## config.mk

```make
export PLATFORM = sky130hd
export DESIGN_NAME = dual_uart
export DESIGN_NICKNAME = d
export VERILOG_FILES = /design/src/rtl/uart_pkg.sv /design/src/rtl/dual_uart.sv
export SDC_FILE = /design/constraint.sdc
export NUM_CORES = 1
export LEC_CHECK = 0
export BUFFER_PORTS_ARGS = -buffer_cell sky130_fd_sc_hd__buf_2
export CAP_MARGIN = 20
export CORE_ASPECT_RATIO = 1.75
export CORE_MARGIN = 5
export CORE_UTILIZATION = 55
export DETAILED_ROUTE_END_ITERATION = 8
export PLACE_DENSITY = 0.71
export SETUP_SLACK_MARGIN = 0.4
export SLEW_MARGIN = 20
export SYNTH_ARGS = -nofsm -noshare
export SYNTH_HDL_FRONTEND = slang
export SYNTH_SLANG_ARGS = --single-unit
```

## constraint.sdc

```tcl
create_clock -name pclk -period 10.4 [get_ports pclk]
set_clock_uncertainty 0.05 [all_clocks]
set_input_delay 1.04 -clock pclk [delete_from_list [all_inputs] [get_ports pclk]]
set_output_delay 1.04 -clock pclk [all_outputs]
set_load 0.03 [all_outputs]
```

## src/rtl/uart_pkg.sv

```systemverilog
// shared constants and types for the dual serial port
package uart_pkg;
    localparam longint CLK_HZ = 50_000_000;
    localparam longint BAUD_MAX_BPS = 3_000_000;
    localparam longint OVS = 16;
    localparam int NCO_W = 16;
    localparam logic [15:0] BAUD_INC_MAX = 16'(BAUD_MAX_BPS * OVS * (64'd1 << NCO_W) / CLK_HZ);
    localparam logic [15:0] BAUD_RST = 16'h0970;
    localparam int FIFO_DEPTH = 16;
    localparam int PORT_SEL_BIT = 5;
    localparam logic [4:0] OFF_DATA = 5'h00;
    localparam logic [4:0] OFF_STAT = 5'h04;
    localparam logic [4:0] OFF_BAUD = 5'h08;
    localparam logic [4:0] OFF_CTRL = 5'h0C;
    localparam logic [4:0] OFF_ISR = 5'h10;
    localparam logic [4:0] OFF_IMR = 5'h14;
    localparam logic [15:0] CTRL_RST = 16'h020F;
    localparam int INT_W = 7;
    localparam int INT_RXLVL = 0;
    localparam int INT_TXLVL = 1;
    localparam int INT_TXDONE = 2;
    localparam int INT_OVR = 3;
    localparam int INT_PERR = 4;
    localparam int INT_FERR = 5;
    localparam int INT_BRK = 6;
    localparam int ST_TXE = 0;
    localparam int ST_TXF = 1;
    localparam int ST_RXE = 2;
    localparam int ST_RXF = 3;
    localparam int ST_BUSY = 4;
    localparam int ST_CTS = 5;
    localparam logic [1:0] PAR_NONE = 2'h0;
    localparam logic [1:0] PAR_EVEN = 2'h1;
    localparam logic [1:0] PAR_ODD = 2'h2;
    localparam logic [1:0] PAR_STICK = 2'h3;

    typedef struct packed {
        logic dma_rx_en;
        logic dma_tx_en;
        logic [2:0] level;
        logic flow;
        logic fifo_en;
        logic brk;
        logic stop2;
        logic stick;
        logic [1:0] parity;
        logic [1:0] wlen;
        logic rx_en;
        logic tx_en;
    } ctrl_t;

    typedef struct packed {
        logic brk;
        logic perr;
        logic ferr;
        logic [7:0] data;
    } rx_entry_t;

    typedef enum logic [4:0] {
        S_IDLE = 5'h01,
        S_START = 5'h02,
        S_DATA = 5'h04,
        S_PAR = 5'h08,
        S_STOP = 5'h10
    } ser_state_t;
endpackage

```

## src/rtl/dual_uart.sv

```systemverilog
// two independent serial ports with fifos, apb registers, irq and dma requests
`timescale 1ns/100ps
`default_nettype none

module uart_fifo #(parameter int W = 8) (
    input wire logic clk,
    input wire logic rst_n,
    input wire logic one_deep,
    input wire logic push,
    input wire logic pop,
    input wire logic [W-1:0] wdata,
    output logic [W-1:0] rdata,
    output logic [4:0] count,
    output logic full
);
    logic [W-1:0] mem [uart_pkg::FIFO_DEPTH];
    logic [3:0] wp_reg;
    logic [3:0] rp_reg;
    logic [4:0] cnt_reg;
    logic do_push;
    logic do_pop;

    assign full = one_deep ? (cnt_reg != 5'h00) : (cnt_reg == 5'(uart_pkg::FIFO_DEPTH));
    assign do_push = push && !full;
    assign do_pop = pop && (cnt_reg != 5'h00);
    assign rdata = mem[rp_reg];
    assign count = cnt_reg;

    always_ff @(posedge clk) begin
        if (do_push) begin
            mem[wp_reg] <= wdata;
        end
    end

    always_ff @(posedge clk or negedge rst_n) begin
        if (!rst_n) begin
            wp_reg <= 4'h0;
            rp_reg <= 4'h0;
            cnt_reg <= 5'h00;
        end else begin
            wp_reg <= wp_reg + 4'(do_push);
            rp_reg <= rp_reg + 4'(do_pop);
            cnt_reg <= cnt_reg + 5'(do_push) - 5'(do_pop);
        end
    end
endmodule

module uart_port (
    input wire logic clk,
    input wire logic rst_n,
    input wire logic wr,
    input wire logic rd,
    input wire logic [4:0] addr,
    input wire logic [31:0] wdata,
    output logic [31:0] rdata,
    output logic hit,
    input wire logic rx,
    input wire logic cts_n,
    output logic tx,
    output logic rts_n,
    output logic irq,
    output logic tx_dma_single,
    output logic tx_dma_burst,
    output logic rx_dma_single,
    output logic rx_dma_burst
);
    uart_pkg::ctrl_t ctrl_reg;
    logic [15:0] inc_reg;
    logic [15:0] acc_reg;
    logic tick_reg;
    logic [uart_pkg::INT_W-1:0] isr_reg;
    logic [uart_pkg::INT_W-1:0] imr_reg;
    logic [uart_pkg::INT_W-1:0] ev;
    logic [4:0] thr;
    logic [2:0] nbits;
    logic [7:0] dmask;
    logic [7:0] tx_head;
    logic [4:0] tx_cnt;
    logic tx_full;
    logic tx_push;
    logic tx_pop;
    uart_pkg::rx_entry_t rx_head;
    uart_pkg::rx_entry_t rx_in;
    logic [4:0] rx_cnt;
    logic rx_full;
    logic rx_push;
    logic rx_pop;
    logic rx_lvl;
    logic tx_lvl;
    logic rx_lvl_reg;
    logic tx_lvl_reg;
    uart_pkg::ser_state_t ts_reg;
    logic [3:0] ttick_reg;
    logic [2:0] tbit_reg;
    logic [7:0] tsh_reg;
    logic tx_next;
    logic tx_done;
    uart_pkg::ser_state_t rs_reg;
    logic [3:0] rtick_reg;
    logic [2:0] rbit_reg;
    logic [7:0] rsh_reg;
    logic rpar_reg;
    logic rx_m_reg;
    logic rx_s_reg;
    logic rx_d_reg;
    logic exp_par;
    logic tx_par;

    assign nbits = {1'b0, ctrl_reg.wlen} + 3'h4;
    assign dmask = 8'hFF >> (2'h3 - ctrl_reg.wlen);

    always_comb begin
        if (!ctrl_reg.fifo_en) begin
            thr = 5'h01;
        end else begin
            unique case (ctrl_reg.level)
                3'h0: thr = 5'h02;
                3'h1: thr = 5'h04;
                3'h2: thr = 5'h08;
                3'h3: thr = 5'h0C;
                default: thr = 5'h0E;
            endcase
        end
    end

    // baud tick: fractional accumulator on the system clock
    always_ff @(posedge clk or negedge rst_n) begin
        if (!rst_n) begin
            acc_reg <= 16'h0000;
            tick_reg <= 1'b0;
        end else begin
            {tick_reg, acc_reg} <= {1'b0, acc_reg} + {1'b0, inc_reg};
        end
    end

    assign hit = (addr == uart_pkg::OFF_DATA) || (addr == uart_pkg::OFF_STAT) ||
                 (addr == uart_pkg::OFF_BAUD) || (addr == uart_pkg::OFF_CTRL) ||
                 (addr == uart_pkg::OFF_ISR) || (addr == uart_pkg::OFF_IMR);
    assign tx_push = wr && (addr == uart_pkg::OFF_DATA);
    assign rx_pop = rd && (addr == uart_pkg::OFF_DATA);

    always_comb begin
        rdata = 32'h0000_0000;
        unique case (addr)
            uart_pkg::OFF_DATA: rdata = {21'h000000, rx_head};
            uart_pkg::OFF_STAT: begin
                rdata[uart_pkg::ST_TXE] = (tx_cnt == 5'h00);
                rdata[uart_pkg::ST_TXF] = tx_full;
                rdata[uart_pkg::ST_RXE] = (rx_cnt == 5'h00);
                rdata[uart_pkg::ST_RXF] = rx_full;
                rdata[uart_pkg::ST_BUSY] = (ts_reg != uart_pkg::S_IDLE);
                rdata[uart_pkg::ST_CTS] = !cts_n;
            end
            uart_pkg::OFF_BAUD: rdata = {16'h0000, inc_reg};
            uart_pkg::OFF_CTRL: rdata = {16'h0000, ctrl_reg};
            uart_pkg::OFF_ISR: rdata = {25'h0000000, isr_reg};
            uart_pkg::OFF_IMR: rdata = {25'h0000000, imr_reg};
            default: rdata = 32'h0000_0000;
        endcase
    end

    always_ff @(posedge clk or negedge rst_n) begin
        if (!rst_n) begin
            ctrl_reg <= uart_pkg::ctrl_t'(uart_pkg::CTRL_RST);
            inc_reg <= uart_pkg::BAUD_RST;
            imr_reg <= '0;
        end else if (wr) begin
            if (addr == uart_pkg::OFF_CTRL) begin
                ctrl_reg <= uart_pkg::ctrl_t'(wdata[15:0]);
            end
            if (addr == uart_pkg::OFF_BAUD) begin
                inc_reg <= (wdata[15:0] > uart_pkg::BAUD_INC_MAX) ? uart_pkg::BAUD_INC_MAX : wdata[15:0];
            end
            if (addr == uart_pkg::OFF_IMR) begin
                imr_reg <= wdata[uart_pkg::INT_W-1:0];
            end
        end
    end

    uart_fifo #(.W(8)) u_txf (
        .clk(clk), .rst_n(rst_n), .one_deep(!ctrl_reg.fifo_en), .push(tx_push), .pop(tx_pop),
        .wdata(wdata[7:0]), .rdata(tx_head), .count(tx_cnt), .full(tx_full)
    );

    uart_fifo #(.W(11)) u_rxf (
        .clk(clk), .rst_n(rst_n), .one_deep(!ctrl_reg.fifo_en), .push(rx_push), .pop(rx_pop),
        .wdata(rx_in), .rdata(rx_head), .count(rx_cnt), .full(rx_full)
    );

    assign tx_par = (ctrl_reg.parity == uart_pkg::PAR_STICK) ? ctrl_reg.stick :
                    (^(tsh_reg & dmask)) ^ (ctrl_reg.parity == uart_pkg::PAR_ODD);
    assign tx_pop = ts_reg[0] && ctrl_reg.tx_en && (tx_cnt != 5'h00) && (!ctrl_reg.flow || !cts_n);
    assign tx_done = ts_reg[4] && tick_reg && (ttick_reg == 4'hF) && !(ctrl_reg.stop2 && tbit_reg == 3'h0);

    // transmitter
    always_ff @(posedge clk or negedge rst_n) begin
        if (!rst_n) begin
            ts_reg <= uart_pkg::S_IDLE;
            ttick_reg <= 4'h0;
            tbit_reg <= 3'h0;
            tsh_reg <= 8'h00;
        end else begin
            unique case (ts_reg)
                uart_pkg::S_IDLE: begin
                    ttick_reg <= 4'h0;
                    tbit_reg <= 3'h0;
                    if (tx_pop) begin
                        tsh_reg <= tx_head;
                        ts_reg <= uart_pkg::S_START;
                    end
                end
                uart_pkg::S_START: begin
                    if (tick_reg) begin
                        ttick_reg <= ttick_reg + 4'h1;
                        if (ttick_reg == 4'hF) begin
                            ts_reg <= uart_pkg::S_DATA;
                        end
                    end
                end
                uart_pkg::S_DATA: begin
                    if (tick_reg) begin
                        ttick_reg <= ttick_reg + 4'h1;
                        if (ttick_reg == 4'hF) begin
                            tbit_reg <= tbit_reg + 3'h1;
                            if (tbit_reg == nbits) begin
                                tbit_reg <= 3'h0;
                                ts_reg <= (ctrl_reg.parity == uart_pkg::PAR_NONE) ? uart_pkg::S_STOP
                                                                                  : uart_pkg::S_PAR;
                            end
                        end
                    end
                end
                uart_pkg::S_PAR: begin
                    if (tick_reg) begin
                        ttick_reg <= ttick_reg + 4'h1;
                        if (ttick_reg == 4'hF) begin
                            ts_reg <= uart_pkg::S_STOP;
                        end
                    end
                end
                uart_pkg::S_STOP: begin
                    if (tick_reg) begin
                        ttick_reg <= ttick_reg + 4'h1;
                        if (ttick_reg == 4'hF) begin
                            tbit_reg <= 3'h1;
                            if (tx_done) begin
                                ts_reg <= uart_pkg::S_IDLE;
                            end
                        end
                    end
                end
                default: ts_reg <= uart_pkg::S_IDLE;
            endcase
        end
    end

    always_comb begin
        unique case (ts_reg)
            uart_pkg::S_START: tx_next = 1'b0;
            uart_pkg::S_DATA: tx_next = tsh_reg[tbit_reg];
            uart_pkg::S_PAR: tx_next = tx_par;
            default: tx_next = 1'b1;
        endcase
        if (ctrl_reg.brk) begin
            tx_next = 1'b0;
        end
    end

    // receiver: two flop sync, third flop for edge
    always_ff @(posedge clk or negedge rst_n) begin
        if (!rst_n) begin
            rx_m_reg <= 1'b1;
            rx_s_reg <= 1'b1;
            rx_d_reg <= 1'b1;
        end else begin
            rx_m_reg <= rx;
            rx_s_reg <= rx_m_reg;
            rx_d_reg <= rx_s_reg;
        end
    end

    assign exp_par = (ctrl_reg.parity == uart_pkg::PAR_STICK) ? ctrl_reg.stick :
                     (^(rsh_reg & dmask)) ^ (ctrl_reg.parity == uart_pkg::PAR_ODD);
    assign rx_in.data = rsh_reg & dmask;
    assign rx_in.ferr = !rx_s_reg;
    assign rx_in.perr = (ctrl_reg.parity != uart_pkg::PAR_NONE) && (rpar_reg != exp_par);
    assign rx_in.brk = !rx_s_reg && (rsh_reg == 8'h00) &&
                       ((ctrl_reg.parity == uart_pkg::PAR_NONE) || !rpar_reg);
    assign rx_push = rs_reg[4] && tick_reg && (rtick_reg == 4'hF);

    always_ff @(posedge clk or negedge rst_n) begin
        if (!rst_n) begin
            rs_reg <= uart_pkg::S_IDLE;
            rtick_reg <= 4'h0;
            rbit_reg <= 3'h0;
            rsh_reg <= 8'h00;
            rpar_reg <= 1'b0;
        end else begin
            unique case (rs_reg)
                uart_pkg::S_IDLE: begin
                    rtick_reg <= 4'h0;
                    rbit_reg <= 3'h0;
                    if (ctrl_reg.rx_en && rx_d_reg && !rx_s_reg) begin
                        rsh_reg <= 8'h00;
                        rs_reg <= uart_pkg::S_START;
                    end
                end
                uart_pkg::S_START: begin
                    if (tick_reg) begin
                        rtick_reg <= rtick_reg + 4'h1;
                        if (rtick_reg == 4'h7) begin
                            rtick_reg <= 4'h0;
                            rs_reg <= rx_s_reg ? uart_pkg::S_IDLE : uart_pkg::S_DATA;
                        end
                    end
                end
                uart_pkg::S_DATA: begin
                    if (tick_reg) begin
                        rtick_reg <= rtick_reg + 4'h1;
                        if (rtick_reg == 4'hF) begin
                            rsh_reg[rbit_reg] <= rx_s_reg;
                            rbit_reg <= rbit_reg + 3'h1;
                            if (rbit_reg == nbits) begin
                                rs_reg <= (ctrl_reg.parity == uart_pkg::PAR_NONE) ? uart_pkg::S_STOP
                                                                                  : uart_pkg::S_PAR;
                            end
                        end
                    end
                end
                uart_pkg::S_PAR: begin
                    if (tick_reg) begin
                        rtick_reg <= rtick_reg + 4'h1;
                        if (rtick_reg == 4'hF) begin
                            rpar_reg <= rx_s_reg;
                            rs_reg <= uart_pkg::S_STOP;
                        end
                    end
                end
                uart_pkg::S_STOP: begin
                    if (tick_reg) begin
                        rtick_reg <= rtick_reg + 4'h1;
                        if (rtick_reg == 4'hF) begin
                            rpar_reg <= 1'b0;
                            rs_reg <= uart_pkg::S_IDLE;
                        end
                    end
                end
                default: rs_reg <= uart_pkg::S_IDLE;
            endcase
        end
    end

    assign rx_lvl = (rx_cnt >= thr);
    assign tx_lvl = (tx_cnt <= thr);

    always_comb begin
        ev = '0;
        ev[uart_pkg::INT_RXLVL] = rx_lvl && !rx_lvl_reg;
        ev[uart_pkg::INT_TXLVL] = tx_lvl && !tx_lvl_reg;
        ev[uart_pkg::INT_TXDONE] = tx_done && (tx_cnt == 5'h00);
        ev[uart_pkg::INT_OVR] = rx_push && rx_full;
        ev[uart_pkg::INT_PERR] = rx_push && rx_in.perr;
        ev[uart_pkg::INT_FERR] = rx_push && rx_in.ferr && !rx_in.brk;
        ev[uart_pkg::INT_BRK] = rx_push && rx_in.brk;
    end

    always_ff @(posedge clk or negedge rst_n) begin
        if (!rst_n) begin
            isr_reg <= '0;
            rx_lvl_reg <= 1'b0;
            tx_lvl_reg <= 1'b1;
            irq <= 1'b0;
        end else begin
            rx_lvl_reg <= rx_lvl;
            tx_lvl_reg <= tx_lvl;
            if (wr && addr == uart_pkg::OFF_ISR) begin
                isr_reg <= (isr_reg & ~wdata[uart_pkg::INT_W-1:0]) | ev;
            end else begin
                isr_reg <= isr_reg | ev;
            end
            irq <= |(isr_reg & imr_reg);
        end
    end

    // line outputs and dma requests
    always_ff @(posedge clk or negedge rst_n) begin
        if (!rst_n) begin
            tx <= 1'b1;
            rts_n <= 1'b1;
            tx_dma_single <= 1'b0;
            tx_dma_burst <= 1'b0;
            rx_dma_single <= 1'b0;
            rx_dma_burst <= 1'b0;
        end else begin
            tx <= tx_next;
            rts_n <= ctrl_reg.flow && rx_full;
            tx_dma_single <= ctrl_reg.dma_tx_en && !tx_full && !tx_push;
            tx_dma_burst <= ctrl_reg.dma_tx_en && tx_lvl && !tx_push;
            rx_dma_single <= ctrl_reg.dma_rx_en && (rx_cnt != 5'h00) && !rx_pop;
            rx_dma_burst <= ctrl_reg.dma_rx_en && rx_lvl && !rx_pop;
        end
    end
endmodule

module dual_uart (
    input wire logic pclk,
    input wire logic presetn,
    input wire logic psel,
    input wire logic penable,
    input wire logic pwrite,
    input wire logic [7:0] paddr,
    input wire logic [31:0] pwdata,
    output logic [31:0] prdata,
    output logic pready,
    output logic pslverr,
    input wire logic [1:0] rx,
    input wire logic [1:0] cts_n,
    output logic [1:0] tx,
    output logic [1:0] rts_n,
    output logic [1:0] irq,
    output logic [1:0] tx_dma_single,
    output logic [1:0] tx_dma_burst,
    output logic [1:0] rx_dma_single,
    output logic [1:0] rx_dma_burst
);
    logic [31:0] prd [2];
    logic [1:0] phit;
    logic done;
    logic sel;

    assign sel = paddr[uart_pkg::PORT_SEL_BIT];
    assign done = psel && penable && pready;

    genvar i;
    generate
        for (i = 0; i < 2; i++) begin : g_port
            uart_port u_port (
                .clk(pclk), .rst_n(presetn),
                .wr(done && pwrite && (sel == 1'(i)) && (paddr[7:6] == 2'h0)),
                .rd(done && !pwrite && (sel == 1'(i)) && (paddr[7:6] == 2'h0)),
                .addr(paddr[4:0]), .wdata(pwdata), .rdata(prd[i]), .hit(phit[i]),
                .rx(rx[i]), .cts_n(cts_n[i]), .tx(tx[i]), .rts_n(rts_n[i]), .irq(irq[i]),
                .tx_dma_single(tx_dma_single[i]), .tx_dma_burst(tx_dma_burst[i]),
                .rx_dma_single(rx_dma_single[i]), .rx_dma_burst(rx_dma_burst[i])
            );
        end
    endgenerate

    // apb: one wait state, answer registered
    always_ff @(posedge pclk or negedge presetn) begin
        if (!presetn) begin
            pready <= 1'b0;
            prdata <= 32'h0000_0000;
            pslverr <= 1'b0;
        end else begin
            pready <= psel && penable && !pready;
            if (psel && penable && !pready) begin
                prdata <= (phit[sel] && paddr[7:6] == 2'h0 && !pwrite) ? prd[sel] : 32'h0000_0000;
                pslverr <= !(phit[sel] && paddr[7:6] == 2'h0);
            end else begin
                pslverr <= 1'b0;
            end
        end
    end
endmodule

`default_nettype wire

```

==> qor.yml, run 1 <==
post_cts_buffers: 0
setup_viol: 0
gp_congestion: 0.921
ys_top_cells_by_area: "edfxtp_1 45%, dfrtp_1 16%, mux4_2 9.4%"
dieArea_sq_um: 79200
nets: 2891
violations: "DRC"
track_usage: 0.248
grt_start_max_net_pins: 93
power.density_cell_area_nw_per_um2: 180
seq_area_frac_synth: 0.640
path_buf_inv: 5
rsz0062_at_grt: "false"
top_register: "g_port.u_port.u_rxf.mem"
first_global_vias: 24754
cellLeakagePower_uw: 0.0157
max_freq_ghz: 0.226
synth-main-ff-cell: "edfxtp_1"
period_needed_ns: 4.43
outcome: "finished with violations"
die_width_microns: 215
r2r-end: "g_port[0].u_port.u_txf.count[4]$_DFF_PN0_"
async_reset_ff_frac: 0.332
yosys.area_share.simple: 0.0754
hpwl_mm: 67.3
clk_path_buf_depth: 3
synth_cell_types: 96
ys_ff_latch: 910
ctsHoldBuffers: 0
max_stage_delay_ns: 0.79
dp_cells: 3587
fin_tns_setup_ns: 0
max_cap_viol_count: 0
viasPerCell: 6.32
hold_violations: 0
syn_area_sq_um: 40400
first_pass_iters: 9
synth_top_area_cell: "edfxtp_1"
cts-buffers-inserted: 80
die_h_microns: 369
reg_top3: "g_port.u_port.u_rxf.mem (352), g_port.u_port.u_txf.mem (256)"
fin_cells: 3738
vias: 23641
placed_area_sq_um: 41700
wirelength_mm: 97.7
vdd_drop_max_uv: 124
area_growth_pct: 10.0
path_cells: "buf_2, nor3_2, nand2_1, nor4_4, inv_2, ha_1, inv_1, ha_1, inv_1, fa_1, inv_1, a21oi_1, nor2_1, nor2_1, xnor2_1"
design_area_sq_um: 44500
num_io_pins: 97
min_path_cells: 0
slew_headroom: 0.232
fin_util: 0.610
initial_utilization: 0.554
post_drt_wl_per_cell_microns: 26.1
drc: 1
syn_avg_cell_area_sq_um: 15.2
critPathLaunchType: "primary input"
synth-warning-count: 0
fin_crit_sh: 0.426
cts_num_sinks: 910
rows: 131
worst_path_most_repeated_cell: "inv_1"
h-tree-depth: 3
min_to: "g_port[1].u_port.rx_s_reg$_DFF_PN1_"
slowest_stage: "nand2_1"
slew_violations: 0
cts_tree: "done"
yosysMostFrequentCell: "edfxtp_1"
syn_inst: 2665
gr-total-overflow: 0
rr_startpoint: "g_port[0].u_port.u_txf.count[3]$_DFF_PN0_"
crit_required_ns: 10.90
yosys.area_share.adder: 0.0333
path_max_fanout: 17
cp.arrival_ns: 4.93
clkLatencyLatePin_ns: 0.68
synth_top_cell_area_share: 0.452
synth_compound_area_frac: 0.0727
synth_mux_area_frac: 0.128
port_buffers: 64
cts.reportedPaths.clkPinSlew_ns: 0.06
cts_resized: 0
drtIter0Drc: 2142
synth_top_family_by_area: "multiplexers"
largest_reg_flops: 352
core_sq_um: 72900
critPathTopFamily: "simple AND/OR/NAND/NOR gates"
synthTopCellsByCount: "608 x edfxtp_1, 266 x dfrtp_1, 168 x mux4_2"
synth_edf_count: 608
drive_gt1_frac: 0.216
antenna_found_initial: 5
min_from: "g_port[1].u_port.rx_m_reg$_DFF_PN1_"
end_kind: "flip-flop"
rr_worst_depth: 16
hp-class: "reg -> reg"
grt_pass1_wl_mm: 149
reg2reg_slack_ns: 6.40
worstMarginPinSlew_ns: 1.15
cts_root_buffer: "clkbuf_16"
antenna_left: 0
yosys.area_share.xor_xnor: 0.0222
critical_path_class: "in -> reg"
-- where the power goes --
part           total, uW  internal (uW)  switching (uW)
logic                909            393             517
clock network       3040           1680            1360
registers           4060           3960             101
-- layout by cell type, fill, tap and decap left out, types with 40 or more instances in the layout --
cell type	synthesis	final
edfxtp_1	608	608
buf_4	35	61
mux2i_1	49	49
ha_1	98	98
nor2_1	150	150
mux2_2	81	81
a21oi_1	79	79
inv_1	85	85
clkbuf_16	0	83
nand2_1	125	125
nand2b_1	40	40
xnor2_1	65	65
buf_2	42	64
dfrtp_1	266	261
o21ai_0	106	106
mux4_2	168	168
nand3_1	68	68
-- routing by layer --
layer	wire, microns	track usage
met1	33900	0.278
met2	51900	0.446
met3	5480	0.0406
met4	6380	0.143
met5	61	0
-- how the worst max path moves through the flow --
stage,start,end,cells past startpoint
floorplan,paddr[3],g_port[1].u_port.u_txf.count[4]$_DFF_PN0_,14
global placement,paddr[4],g_port[1].u_port.u_txf.mem[3][0]$_DFFE_PP_,7
detailed placement,paddr[4],g_port[1].u_port.u_txf.mem[2][1]$_DFFE_PP_,7
CTS,paddr[4],g_port[1].u_port.u_txf.mem[2][4]$_DFFE_PP_,7
global route,paddr[4],g_port[0].u_port.u_txf.count[4]$_DFF_PN0_,15
finish,paddr[4],g_port[0].u_port.u_txf.count[4]$_DFF_PN0_,15
-- cell families after synthesis --
| family | Yosys count |
|---|---|
| simple gates | 587 |
| xor+xnor | 96 |
| mux | 298 |
| flops | 910 |
| compound gates | 430 |
| other cells | 1 |
| buf+inv | 239 |
| fa+ha+maj | 104 |
-- through the flow --
stage          setup WS (ns)  hold WS [ns]  total power (uW)
2_1_floorplan           6.87         0.295              4790
3_3_place_gp            5.36         0.296              4990
3_5_place_dp            5.35         0.297              5040
4_1_cts                 6.04         0.305              8070
5_1_grt                 5.74         0.308              8330
6_report                5.97         0.305              8010
-- layout make-up --
class	instances	area, sq um
Timing Repair Buffer	128	816
Multi-Input combinational cell	1531	13600
Inverter	87	327
Tap cell	931	1160
Clock inverter	47	494
Sequential cell	910	25900
Antenna cell	2	5.00
Clock buffer	102	2210
Fill cell	5240	28500
Power figures use the tool's default switching activity.
==> inputs of run 2 (changes only) <==
--- a/config.mk
+++ b/config.mk
@@ -5,6 +5,7 @@
 export SDC_FILE = /design/constraint.sdc
 export NUM_CORES = 1
 export LEC_CHECK = 0
+export ABC_AREA = 1
 export BUFFER_PORTS_ARGS = -buffer_cell sky130_fd_sc_hd__buf_2
 export CAP_MARGIN = 20
 export CORE_ASPECT_RATIO = 1.75
==> constraint.sdc (replaced) <==
create_clock -name pclk -period 4.45 [get_ports pclk]
set_clock_uncertainty 0.05 [all_clocks]
set_input_delay 0.445 -clock pclk [delete_from_list [all_inputs] [get_ports pclk]]
set_output_delay 0.445 -clock pclk [all_outputs]
set_load 0.03 [all_outputs]
==> qor.yml, run 2 <==
outcome: "finished clean"  # was finished with violations
placed_area_sq_um: 41600  # was 41,700 sq um
track_usage: 0.242  # was 0.248
layout_commonest_cell: "edfxtp_1"  # unchanged
syn_inst: 3669  # was 2,665
post_cts_buffers: 0  # unchanged
critPathLaunchType: "primary input"  # unchanged
cellLeakagePower_uw: 0.0171  # was 0.0157 uW
rr_worst_depth: 14  # was 16
nets: 3880  # was 2,891
h-tree-depth: 3  # unchanged
cts.reportedPaths.clkPinSlew_ns: 0.07  # was 0.06 ns
synth_edf_count: 608  # unchanged
synth_top_cell_area_share: 0.452  # about the same
fin_crit_sh: 0.735
num_io_pins: 97  # unchanged
dieArea_sq_um: 79100  # was 79,200 sq um
port_buffers: 64  # unchanged
viasPerCell: 5.79  # was 6.32
synthTopCellsByCount: "608 x edfxtp_1, 573 x nand2_1, 414 x nor2_1"  # was 608 x edfxtp_1, 266 x dfrtp_1, 168 x mux4_2
top_register: "g_port.u_port.u_rxf.mem"  # unchanged
seq_area_frac_synth: 0.641  # was 0.640
cts_root_buffer: "clkbuf_16"  # unchanged
vdd_drop_max_uv: 381  # was 124 uV
first_pass_iters: 8  # was 9
antenna_left: 0  # unchanged
power.density_cell_area_nw_per_um2: 425  # was 180 nW/um^2
max_freq_ghz: 0.306
vias: 27333  # was 23,641
cts-buffers-inserted: 78  # was 80
r2r-end: "g_port[0].u_port.u_txf.count[4]$_DFF_PN0_"  # unchanged
drtIter0Drc: 2573  # was 2,142
setup_viol: 0  # unchanged
synth_cell_types: 56  # was 96
async_reset_ff_frac: 0.332  # unchanged
final_cell_mix: "608 x edfxtp_1, 573 x nand2_1, 412 x nor2_1"  # was 608 x edfxtp_1, 261 x dfrtp_1, 168 x mux4_2
end_kind: "flip-flop"  # unchanged
die_width_microns: 215  # about the same
min_from: "pwdata[9]"  # was g_port[1].u_port.rx_m_reg$_DFF_PN1_
slew_headroom: 0.291  # was 0.232
min_path_cells: 3  # was 0
clk_path_buf_depth: 3  # unchanged
period_needed_ns: 3.27
reg_top3: "g_port.u_port.u_rxf.mem (352), g_port.u_port.u_txf.mem (256)"  # unchanged
cts_tree: "done"  # unchanged
grt_start_max_net_pins: 104  # was 93
clkLatencyLatePin_ns: 0.64  # was 0.68 ns
wirelength_mm: 97.7  # about the same
critPathLaunch: "penable"  # was paddr[4]
hold_violations: 0  # unchanged
cp.arrival_ns: 3.78  # was 4.93 ns
critical_path_class: "in -> reg"  # unchanged
gp_congestion: 0.890  # was 0.921
rr_startpoint: "pready$_DFF_PN0_"  # was g_port[0].u_port.u_txf.count[3]$_DFF_PN0_
hp-class: "in -> reg"  # was reg -> reg
cts_resized: 0  # unchanged
antenna_found_initial: 3  # was 5
rows: 131  # unchanged
initial_utilization: 0.553  # was 0.554
grt_pass1_wl_mm: 149  # about the same
syn_avg_cell_area_sq_um: 11.0  # was 15.2 sq um
min_to: "g_port[0].u_port.ctrl_reg[9]$_DFFE_PN1P_"  # was g_port[1].u_port.rx_s_reg$_DFF_PN1_
drc: 0  # was 1
yosysMostFrequentCell: "edfxtp_1"  # unchanged
largest_reg_flops: 352  # unchanged
synth-warning-count: 0  # unchanged
slew_violations: 0  # unchanged
synth-main-ff-cell: "edfxtp_1"  # unchanged
post_drt_wl_per_cell_microns: 20.7  # was 26.1 microns
ys_ff_latch: 910  # unchanged
ys_top_cells_by_area: "edfxtp_1 45%, dfrtp_1 16%, nand2_1 5.3%"  # was edfxtp_1 45%, dfrtp_1 16%, mux4_2 9.4%
core_sq_um: 72900  # unchanged
synth_top_area_cell: "edfxtp_1"  # unchanged
first_global_vias: 26551  # was 24,754
rsz0062_at_grt: "false"  # unchanged
gr-total-overflow: 0  # unchanged
worstMarginPinSlew_ns: 1.06  # was 1.15 ns
max_cap_viol_count: 0  # unchanged
fin_tns_setup_ns: 0  # unchanged
path_max_fanout: 4  # was 17
hpwl_mm: 66.9  # was 67.3 mm
area_growth_pct: 9.90  # was 10.0%
drive_gt1_frac: 0.0899  # was 0.216
syn_area_sq_um: 40400  # about the same
die_h_microns: 368  # was 369 microns
design_area_sq_um: 44400  # was 44,500 sq um
cts_num_sinks: 910  # unchanged
reg2reg_slack_ns: 1.24  # was 6.40 ns
crit_required_ns: 4.96  # was 10.90 ns
## run 2: cell type report
| class | count | area (sq um) |
|---|---|---|
| clock buffers | 94 | 2110 |
| diodes | 2 | 5.00 |
| inverters | 306 | 1150 |
| flip-flops and latches | 910 | 25900 |
| repair buffers | 134 | 893 |
| well taps | 931 | 1160 |
| multi-input cells | 2297 | 12600 |
| fillers | 5757 | 28600 |
| clock inverters | 50 | 572 |
## run 2: repair_timing
item / 4_1_cts / 5_1_grt
endpoints found under the setup margin: 0 / 0
hold endpoints to repair: 92 / 0
hold buffers: 5 / 0
## run 2: where the power goes
group / total (uW) / switching, uW / internal, uW / leakage, uW
logic: 2180 / 1460 / 719 / 0.00697
clock network: 7110 / 3020 / 4090 / 0.00130
registers: 9570 / 221 / 9350 / 0.00879
total: 18900 / 4700 / 14200 / 0.0171
## run 2: per-layer routing
metal	global-route usage	part of all wire
met1	0.279	0.37
met2	0.444	0.53
met4	0.110	0.050
met5	0	0.00027
met3	0.0380	0.055
## run 2: worst max path at each step
| stage | slack, ns | depth (start not counted) | endpoint |
|---|---|---|---|
| after floorplan | 1.65 | 14 | g_port[1].u_port.u_txf.count[4]$_DFF_PN0_ |
| after global placement | 0.88 | 15 | g_port[1].u_port.u_txf.count[4]$_DFF_PN0_ |
| after detailed placement | 0.86 | 15 | g_port[1].u_port.u_txf.count[4]$_DFF_PN0_ |
| after CTS | 1.25 | 9 | g_port[1].u_port.u_rxf.mem[6][6]$_DFFE_PP_ |
| after global routing | 1.07 | 16 | g_port[0].u_port.u_txf.count[4]$_DFF_PN0_ |
| final | 1.18 | 16 | g_port[0].u_port.u_txf.count[4]$_DFF_PN0_ |
## run 2: stage by stage
stage               hold slack, ns  instances  utilization  total power [uW]  setup slack, ns
floorplan                   0.0994       3684            -             11300             1.65
global placement             0.296       4573        0.571             11800            0.881
detailed placement           0.297       4573        0.571             11900            0.861
CTS                         0.0453       4722        0.608             19000             1.25
global route                0.0868       4723        0.608             19700             1.07
finish                      0.0800       4724        0.608             18900             1.18
## run 2: kinds of logic (layout without fill, tap and decap cells)
| logic type | after synthesis | after routing | share of synthesized area |
|---|---|---|---|
| AND/OR/NAND/NOR | 1227 | 1227 | 0.126 |
| adder cells (fa/ha/maj) | 104 | 104 | 0.0334 |
| buffers and inverters | 477 | 584 | 0.0486 |
| other | 1 | 18 | 0.0000929 |
| flip-flops | 910 | 910 | 0.641 |
| multiplexers | 52 | 52 | 0.0129 |
| XOR/XNOR | 78 | 78 | 0.0169 |
| AO/OA/AOI/OAI | 820 | 820 | 0.121 |
## run 2: worst max-delay path, cell delays in order
cell	delay [ns]
dlygate4sd3_1	0.52
buf_2	0.12
nand4_1	0.31
nor3_4	0.32
inv_1	0.09
nor2_1	0.25
inv_1	0.09
nor2_2	0.20
inv_2	0.10
ha_1	0.27
inv_1	0.05
ha_1	0.15
inv_1	0.06
fa_1	0.42
o21ai_0	0.23
xor2_1	0.16
